===== config.mk =====
export PLATFORM = sky130hd
export DESIGN_NAME = tpgd_top
export DESIGN_NICKNAME = d
export VERILOG_FILES = /design/src/logic/tpgd_pkg.sv /design/src/logic/tpgd_top.sv
export VERILOG_INCLUDE_DIRS = /design/src /design/src/logic
export SDC_FILE = /design/constraint.sdc
export NUM_CORES = 1
export LEC_CHECK = 0
export ABC_CLOCK_PERIOD_IN_PS = 9400
export BUFFER_PORTS_ARGS = -buffer_cell sky130_fd_sc_hd__buf_4
export CAP_MARGIN = 5
export CORE_UTILIZATION = 35
export CTS_CLUSTER_DIAMETER = 60
export DETAILED_ROUTE_END_ITERATION = 12
export PLACE_DENSITY = 0.6
export SLEW_MARGIN = 25
export SYNTH_ARGS = -nofsm -noshare
export SYNTH_HDL_FRONTEND = slang
export SYNTH_SLANG_ARGS = --single-unit

===== constraint.sdc =====
create_clock -name clk_sys -period 9.4 [get_ports clk_sys]
set_input_delay 1.88 -clock clk_sys [delete_from_list [all_inputs] [get_ports clk_sys]]
set_output_delay 1.88 -clock clk_sys [all_outputs]
set_load 0.02 [all_outputs]

===== src/logic/tpgd_params.svh =====
// Behaviour
// Gate outputs need both enables high.
// High-side command input is active low.
// Low-side command input is active high.
// Serial input sampled on falling clock, MSB first.
// Serial output undriven while chip select high.
// Chip select frames transfers, enables port.
// Phase flag low below half supply.
// Host runs serial clock near 3.0 MHz; the host model runs it at 8 MHz (25 system clocks per bit).
// Reset input holds all gate outputs off.
`ifndef TPGD_PARAMS_SVH
`define TPGD_PARAMS_SVH

// Serial frame length and bit counter width.
`define TPGD_FRAME_BITS 5'h10
`define TPGD_CNT_W 5

// Typical serial clock rate and the system clock rate, both in kHz.
`define TPGD_SCLK_TYP_KHZ 3000
`define TPGD_CLK_SYS_KHZ 200000
// System clock cycles per typical serial clock period, rounded down.
`define TPGD_SCLK_TYP_CYC (`TPGD_CLK_SYS_KHZ / `TPGD_SCLK_TYP_KHZ)

// Number of filtered pin inputs.
`define TPGD_PIN_W 16

// Reset values.
`define TPGD_GATE_RST 3'h0
`define TPGD_WORD_RST 16'h0000
// Idle level of every filtered pin: high-side commands, reset pin and chip select high.
`define TPGD_PINS_RST 16'h38C0

`endif


===== src/logic/tpgd_pkg.sv =====
package tpgd_pkg;

  // Bundle of filtered pin inputs, one bit each unless noted.
  typedef struct packed {
    logic en_a;
    logic en_b;
    logic [2:0] high_cmd_n;
    logic [2:0] low_cmd;
    logic chip_rst_n;
    logic cs_n;
    logic sclk;
    logic si;
    logic [2:0] cmp_above;
    logic oc_trip;
  } tpgd_pins_s;

  // Gate drive command bundle.
  typedef struct packed {
    logic [2:0] high;
    logic [2:0] low;
  } tpgd_gate_s;

  // Serial shift word.
  typedef logic [15:0] tpgd_word_t;

endpackage


===== src/logic/tpgd_top.sv =====
`timescale 1ns/1ps
`default_nettype none
`include "tpgd_params.svh"

module tpgd_top (
  // Clock and reset.
  input wire logic clk_sys,
  input wire logic sys_rst,
  // Drive enables and reset pin.
  input wire logic drive_enable_a,
  input wire logic drive_enable_b,
  input wire logic chip_reset_n,
  // Phase commands.
  input wire logic phase1_high_cmd_n,
  input wire logic phase2_high_cmd_n,
  input wire logic phase3_high_cmd_n,
  input wire logic phase1_low_cmd,
  input wire logic phase2_low_cmd,
  input wire logic phase3_low_cmd,
  // Comparator results, high when the high source is above half supply.
  input wire logic phase1_high_source,
  input wire logic phase2_high_source,
  input wire logic phase3_high_source,
  input wire logic overcurrent_trip,
  // Serial port.
  input wire logic spi_cs_n,
  input wire logic spi_sclk,
  input wire logic spi_si,
  output logic spi_so,
  output logic spi_so_oe,
  // Received command word.
  output logic [15:0] rx_word,
  output logic rx_valid,
  // Gate drive commands.
  output logic [2:0] gate_high,
  output logic [2:0] gate_low,
  // Status outputs.
  output logic phase1_level_flag,
  output logic phase2_level_flag,
  output logic phase3_level_flag,
  output logic overcurrent_flag
);

  tpgd_pkg::tpgd_pins_s raw_pins;
  logic [`TPGD_PIN_W-1:0] sync1_q;
  logic [`TPGD_PIN_W-1:0] sync2_q;
  logic [`TPGD_PIN_W-1:0] sync3_q;
  logic [`TPGD_PIN_W-1:0] filt_q;
  tpgd_pkg::tpgd_pins_s pins;
  tpgd_pkg::tpgd_gate_s gate_q;
  logic sclk_prev_q;
  logic cs_prev_q;
  logic sclk_fall;
  logic sclk_rise;
  logic cs_fall;
  logic cs_rise;
  logic drive_ok;
  tpgd_pkg::tpgd_word_t rx_shift_q;
  tpgd_pkg::tpgd_word_t tx_shift_q;
  logic [`TPGD_CNT_W-1:0] bit_cnt_q;
  tpgd_pkg::tpgd_word_t rx_word_q;
  logic rx_valid_q;
  logic so_q;
  logic so_oe_q;
  logic [2:0] level_q;
  logic oc_q;

  // Gather the asynchronous pins into one bundle.
  assign raw_pins = '{en_a: drive_enable_a, en_b: drive_enable_b,
                      high_cmd_n: {phase3_high_cmd_n, phase2_high_cmd_n, phase1_high_cmd_n},
                      low_cmd: {phase3_low_cmd, phase2_low_cmd, phase1_low_cmd},
                      chip_rst_n: chip_reset_n, cs_n: spi_cs_n, sclk: spi_sclk, si: spi_si,
                      cmp_above: {phase3_high_source, phase2_high_source, phase1_high_source},
                      oc_trip: overcurrent_trip};

  // Three sync flops and a filter flop per pin; a change is taken once the last two sync flops agree.
  // The chain resets to the pins' idle levels so that no false chip select edge follows reset.
  always_ff @(posedge clk_sys or posedge sys_rst) begin
    if (sys_rst) begin
      sync1_q <= `TPGD_PINS_RST;
      sync2_q <= `TPGD_PINS_RST;
      sync3_q <= `TPGD_PINS_RST;
      filt_q <= `TPGD_PINS_RST;
    end else begin
      sync1_q <= raw_pins;
      sync2_q <= sync1_q;
      sync3_q <= sync2_q;
      filt_q <= (sync2_q & sync3_q) | (filt_q & (sync2_q | sync3_q));
    end
  end

  assign pins = filt_q;

  // Edge detection on the filtered serial clock and chip select.
  always_ff @(posedge clk_sys or posedge sys_rst) begin
    if (sys_rst) begin
      sclk_prev_q <= 1'b0;
      cs_prev_q <= 1'b1;
    end else begin
      sclk_prev_q <= pins.sclk;
      cs_prev_q <= pins.cs_n;
    end
  end

  assign sclk_fall = sclk_prev_q & ~pins.sclk;
  assign sclk_rise = ~sclk_prev_q & pins.sclk;
  assign cs_fall = cs_prev_q & ~pins.cs_n;
  assign cs_rise = ~cs_prev_q & pins.cs_n;

  // Drive is allowed only with both enables high and the reset pin released.
  assign drive_ok = pins.en_a & pins.en_b & pins.chip_rst_n;

  // Gate drive commands.
  always_ff @(posedge clk_sys or posedge sys_rst) begin
    if (sys_rst) begin
      gate_q <= '0;
    end else if (drive_ok) begin
      gate_q.high <= ~pins.high_cmd_n;
      gate_q.low <= pins.low_cmd;
    end else begin
      gate_q.high <= `TPGD_GATE_RST;
      gate_q.low <= `TPGD_GATE_RST;
    end
  end

  // Receive shift register and bit counter, active only inside a frame.
  always_ff @(posedge clk_sys or posedge sys_rst) begin
    if (sys_rst) begin
      rx_shift_q <= `TPGD_WORD_RST;
      bit_cnt_q <= '0;
    end else if (cs_fall) begin
      bit_cnt_q <= '0;
    end else if (!pins.cs_n && sclk_fall) begin
      rx_shift_q <= {rx_shift_q[14:0], pins.si};
      if (bit_cnt_q != `TPGD_FRAME_BITS) begin
        bit_cnt_q <= bit_cnt_q + 5'h01;
      end
    end
  end

  // A frame of the full length or longer delivers a word when chip select rises.
  always_ff @(posedge clk_sys or posedge sys_rst) begin
    if (sys_rst) begin
      rx_word_q <= `TPGD_WORD_RST;
      rx_valid_q <= 1'b0;
    end else begin
      rx_valid_q <= cs_rise && (bit_cnt_q == `TPGD_FRAME_BITS);
      if (cs_rise && (bit_cnt_q == `TPGD_FRAME_BITS)) begin
        rx_word_q <= rx_shift_q;
      end
    end
  end

  // Transmit status word, loaded at frame start, advanced on rising clock.
  always_ff @(posedge clk_sys or posedge sys_rst) begin
    if (sys_rst) begin
      tx_shift_q <= `TPGD_WORD_RST;
      so_q <= 1'b0;
    end else if (cs_fall) begin
      tx_shift_q <= {rx_word_q[7:0], 2'h0, drive_ok, pins.oc_trip, pins.cmp_above, 1'b0};
      so_q <= rx_word_q[7];
    end else if (!pins.cs_n && sclk_rise) begin
      // Each rising clock presents the next bit, so the first rise shows the MSB
      // and the host's falling-edge sample never misses it.
      tx_shift_q <= {tx_shift_q[14:0], 1'b0};
      so_q <= tx_shift_q[15];
    end
  end

  // Serial output is driven only while chip select is low.
  always_ff @(posedge clk_sys or posedge sys_rst) begin
    if (sys_rst) begin
      so_oe_q <= 1'b0;
    end else begin
      so_oe_q <= ~pins.cs_n;
    end
  end

  // Comparator status outputs, low when the source is below half supply.
  always_ff @(posedge clk_sys or posedge sys_rst) begin
    if (sys_rst) begin
      level_q <= 3'h0;
      oc_q <= 1'b0;
    end else begin
      level_q <= pins.cmp_above;
      oc_q <= pins.oc_trip;
    end
  end

  assign gate_high = gate_q.high;
  assign gate_low = gate_q.low;
  assign spi_so = so_q;
  assign spi_so_oe = so_oe_q;
  assign rx_word = rx_word_q;
  assign rx_valid = rx_valid_q;
  assign phase1_level_flag = level_q[0];
  assign phase2_level_flag = level_q[1];
  assign phase3_level_flag = level_q[2];
  assign overcurrent_flag = oc_q;

  // Checks on the gate path, the serial port and the phase flags.
  a_gate_needs_both: assert property (@(posedge clk_sys) disable iff (sys_rst)
    (|{gate_q.high, gate_q.low}) |-> $past(pins.en_a) && $past(pins.en_b))
    else $error("Gate driven without both enables.");

  a_gate_off_disabled: assert property (@(posedge clk_sys) disable iff (sys_rst)
    !(pins.en_a && pins.en_b) |=> (gate_q.high == 3'h0) && (gate_q.low == 3'h0))
    else $error("Gate not off while an enable is low.");

  a_high_active_low: assert property (@(posedge clk_sys) disable iff (sys_rst)
    drive_ok |=> gate_q.high == ~$past(pins.high_cmd_n))
    else $error("High-side gate does not follow inverted command.");

  a_low_active_high: assert property (@(posedge clk_sys) disable iff (sys_rst)
    drive_ok |=> gate_q.low == $past(pins.low_cmd))
    else $error("Low-side gate does not follow command.");

  a_reset_pin_off: assert property (@(posedge clk_sys) disable iff (sys_rst)
    !pins.chip_rst_n [*2] |-> (gate_q.high == 3'h0) && (gate_q.low == 3'h0))
    else $error("Gate driven while reset pin asserted.");

  a_rx_fall_msb: assert property (@(posedge clk_sys) disable iff (sys_rst)
    (!pins.cs_n && sclk_fall && !cs_fall) |=>
      (rx_shift_q[0] == $past(pins.si)) && (rx_shift_q[15:1] == $past(rx_shift_q[14:0])))
    else $error("Serial input not shifted in on falling clock.");

  a_so_hiz_cs_high: assert property (@(posedge clk_sys) disable iff (sys_rst)
    pins.cs_n |=> !so_oe_q ##1 (!so_oe_q || !pins.cs_n))
    else $error("Serial output driven while chip select high.");

  a_port_framed: assert property (@(posedge clk_sys) disable iff (sys_rst)
    (pins.cs_n && !cs_rise) |=> $stable(rx_shift_q) && !rx_valid_q)
    else $error("Serial port active outside a frame.");

  a_level_flag: assert property (@(posedge clk_sys) disable iff (sys_rst)
    ##1 level_q == $past(pins.cmp_above))
    else $error("Phase flag does not follow comparator.");

  c_frame_done: cover property (@(posedge clk_sys) disable iff (sys_rst) rx_valid_q);
  c_gate_on: cover property (@(posedge clk_sys) disable iff (sys_rst) |gate_q.high);
  c_so_driven: cover property (@(posedge clk_sys) disable iff (sys_rst) so_oe_q && so_q);

endmodule
`default_nettype wire


==> impl_metrics.json <==
{
  "dr.pass1.iters": 4,
  "io_pins": 47,
  "r2r-start": "filt_q[6]",
  "drtAntennaViolNets": 0,
  "cts_tree": "yes",
  "met3_length_um": 264,
  "die_w_um": 114.4,
  "nets": 353,
  "fp.dieH_um": 114.4,
  "critPathBufInv": 1,
  "reg2regPathDepth": 3,
  "yosysMostFrequentCell": "dfrtp_1",
  "antenna_found_initial": 0,
  "grt_max_degree": 84,
  "grt_pass1_wl_um": 11340,
  "setup_viol": 0,
  "vias_per_cell": 4.453,
  "yosysTopAreaCellShare": 0.6225,
  "drcViolationCount": 0,
  "ys_ff_latch": 131,
  "wirelength_um": 6673,
  "synth_top_flop_cell": "dfrtp_1",
  "status": "finished, final reports clean",
  "diodes": 0,
  "skew_ns": 0.01066,
  "route.vias.total": 2289,
  "crit_family": "flip-flops",
  "tightestPinTransition_ns": 0.8562,
  "fp.coreArea_mm2": 0.01216,
  "rsz0062_at_grt": "false",
  "reg2reg_slack_ns": 7.26,
  "synth_edf_count": 0,
  "wl_met2_um": 3075,
  "dpl_cell_area_mm2": 0.004955,
  "vdd_ir_drop_max_mv": 0.1153,
  "path_max_fanout": 4,
  "async_flop_share": 1.000,
  "crit_path_cell_trace": "buf_4",
  "synth_commonest_cells": "110 x dfrtp_1, 31 x mux2_2, 21 x dfstp_2",
  "hold_path_depth": 0,
  "multi_input_area_mm2": 0.001047,
  "grt_overflow": 0,
  "clkTransAtPathRegs_ns": 0.06,
  "combPwrFrac": 0.054,
  "areaGrowthSynthToFinish_pct": 25.95,
  "cpMaxStageDelayCell": "dfrtp_1",
  "max_freq_mhz": 347.9,
  "io_buffers": 46,
  "htree_levels": 4,
  "drv_slew": 0,
  "clock_latency_ns": 0.41,
  "final_area_mm2": 0.005569,
  "switching_power_mw": 0.3469,
  "synth.avg_cell_area_um2": 16.14,
  "fin_setup_tns_ns": 0,
  "drt_iter0_drc": 101,
  "stdcell_count": 514,
  "ys_seq_area_frac": 0.7473,
  "internal_power_mw": 1.007,
  "worstHoldPathType": "reg -> reg",
  "clkPwrFrac": 0.474,
  "synth_warnings": 0,
  "synth.net_count": 294,
  "wl_met1_um": 3250,
  "worst-setup-path-type": "reg -> out",
  "p_leak_nw": 2.556,
  "gp_congestion": 0.7006,
  "rows": 40,
  "numCtsBuffers": 17,
  "syn_area_mm2": 0.004422,
  "powerDensity_mw_per_mm2": 243.1,
  "arrival_ns": 0.99,
  "grt_use_total": 0.1151,
  "syn_inst": 274,
  "dr.max_layer_used": "met4",
  "ctsResizeCount": 0,
  "min_from": "sync1_q[4]",
  "maxCapViolations": 0,
  "r2r_end": "rx_shift_q[8]",
  "drive_above_1_share": 0.3988,
  "critPathRequiredTime_ns": 7.52,
  "fin_crit_ns": 2.874,
  "hold_viol_final": 0,
  "dieArea_mm2": 0.01309,
  "start_util": 0.3636,
  "period_share": 0.3058,
  "startpoint_type": "register",
  "slew-limit-headroom": 0.4286,
  "ys_types": 32,
  "place_inst": 482,
  "p_seq_frac": 0.472,
  "fillers": 1093,
  "routedWlPerCell_um": 12.98,
  "grt_pass1_vias": 2295,
  "dpl.hpwl_um": 4122,
  "yosys-top-cells-area": "dfrtp_1 62%, dfstp_2 12%, mux2_2 7.9%, maj3_1 3.6%, mux2i_1 3.4%",
  "cts_sinks": 131,
  "seqCellArea_mm2": 0.003304,
  "slowest_delay_ns": 0.42,
  "hold-path-endpoint": "sync2_q[4]",
  "yosysTopAreaCell": "dfrtp_1",
  "swShare": 0.2562,
  "cts_setup_buffers": 0,
  "cts_buffer_depth": 2,
  "worstSetupEndpointType": "output pin",
  "cts_root_buf": "clkbuf_16",
  "startpoint": "rx_word[7]",
  "cts_hold_buf": 0
}
stage by stage:
stage | total power, mW | setup WS (ns) | util | hold WS [ns]
2_1_floorplan | 0.6942 | 4.057 | - | 0.3312
3_3_place_gp | 0.7201 | 5.965 | 0.4074 | 0.3319
3_5_place_dp | 0.7234 | 5.903 | 0.4074 | 0.3347
4_1_cts | 1.374 | 6.338 | 0.4576 | 0.3499
5_1_grt | 1.415 | 6.485 | 0.4579 | 0.3571
6_report | 1.354 | 6.526 | 0.4579 | 0.3458
cells by family after synthesis:
logic type | after synthesis | synth area share
buffers and inverters | 15 | 0.01698
and+or+nand+nor | 36 | 0.04415
adders and majority gates | 18 | 0.04188
DFF | 131 | 0.7473
muxes | 47 | 0.1154
AOI/OAI and AO/OA | 27 | 0.03424
power groups by stage:
stage	Clock, mW	Sequential, mW	Combinational, mW
after floorplan	0	0.643	0.0515
after global placement	0	0.647	0.0728
after detailed placement	0	0.649	0.0746
after CTS	0.660	0.639	0.0755
after global routing	0.687	0.644	0.0831
final	0.642	0.639	0.0735
state kept, by name, summed over array words and instances, names as in the netlist, 3 cells and up:
| signal | count |
|---|---|
| filt_q | 16 |
| rx_shift_q | 16 |
| rx_word | 16 |
| sync1_q | 16 |
| sync2_q | 16 |
| sync3_q | 16 |
| tx_shift_q | 15 |
| bit_cnt_q | 5 |
| gate_high | 3 |
| gate_low | 3 |
| level_q | 3 |
cell usage in the layout (no fill, tap or decap), types with 2 or more instances in the layout:
cell       netlist  routed
ha_1             2       2
maj3_1          16      16
clkbuf_16        0      17
nand2_1         13      13
a22oi_1          3       3
o21ai_0         17      17
mux2_2          31      31
clkinv_8         0       6
buf_4            2      48
inv_6            0       3
or3_1            3       3
inv_8            0       4
inv_1            6       5
mux2i_1         15      15
nand3_1          3       3
dfrtp_1        110     110
dfstp_2         21      21
and2_1           3       3
a21oi_1          4       4
nor2_1           5       5
layer usage:
metal | up-vias | track usage
met5 | - | 0
met2 | 41 | 0.1604
met4 | 0 | 0.05974
li1 | 1069 | -
met3 | 8 | 0.04076
met1 | 1171 | 0.1580
worst max path at each step:
stage	slack, ns	cells past startpoint	to
floorplan	4.06	1	bit_cnt_q[0]
global placement	5.96	3	rx_shift_q[10]
detailed placement	5.90	3	rx_shift_q[10]
CTS	6.34	3	rx_shift_q[1]
global route	6.49	1	rx_word[7]
finish	6.53	1	rx_word[7]
final cells by class:
class | count | area share
clock buffer | 17 | 0.07639
clock inverter | 15 | 0.03325
inverter | 6 | 0.004493
multi-input combinational | 128 | 0.1880
sequential | 131 | 0.5934
tap | 168 | 0.03774
timing repair buffer | 49 | 0.06673
Note: power is estimated with default switching activity, not from simulation.
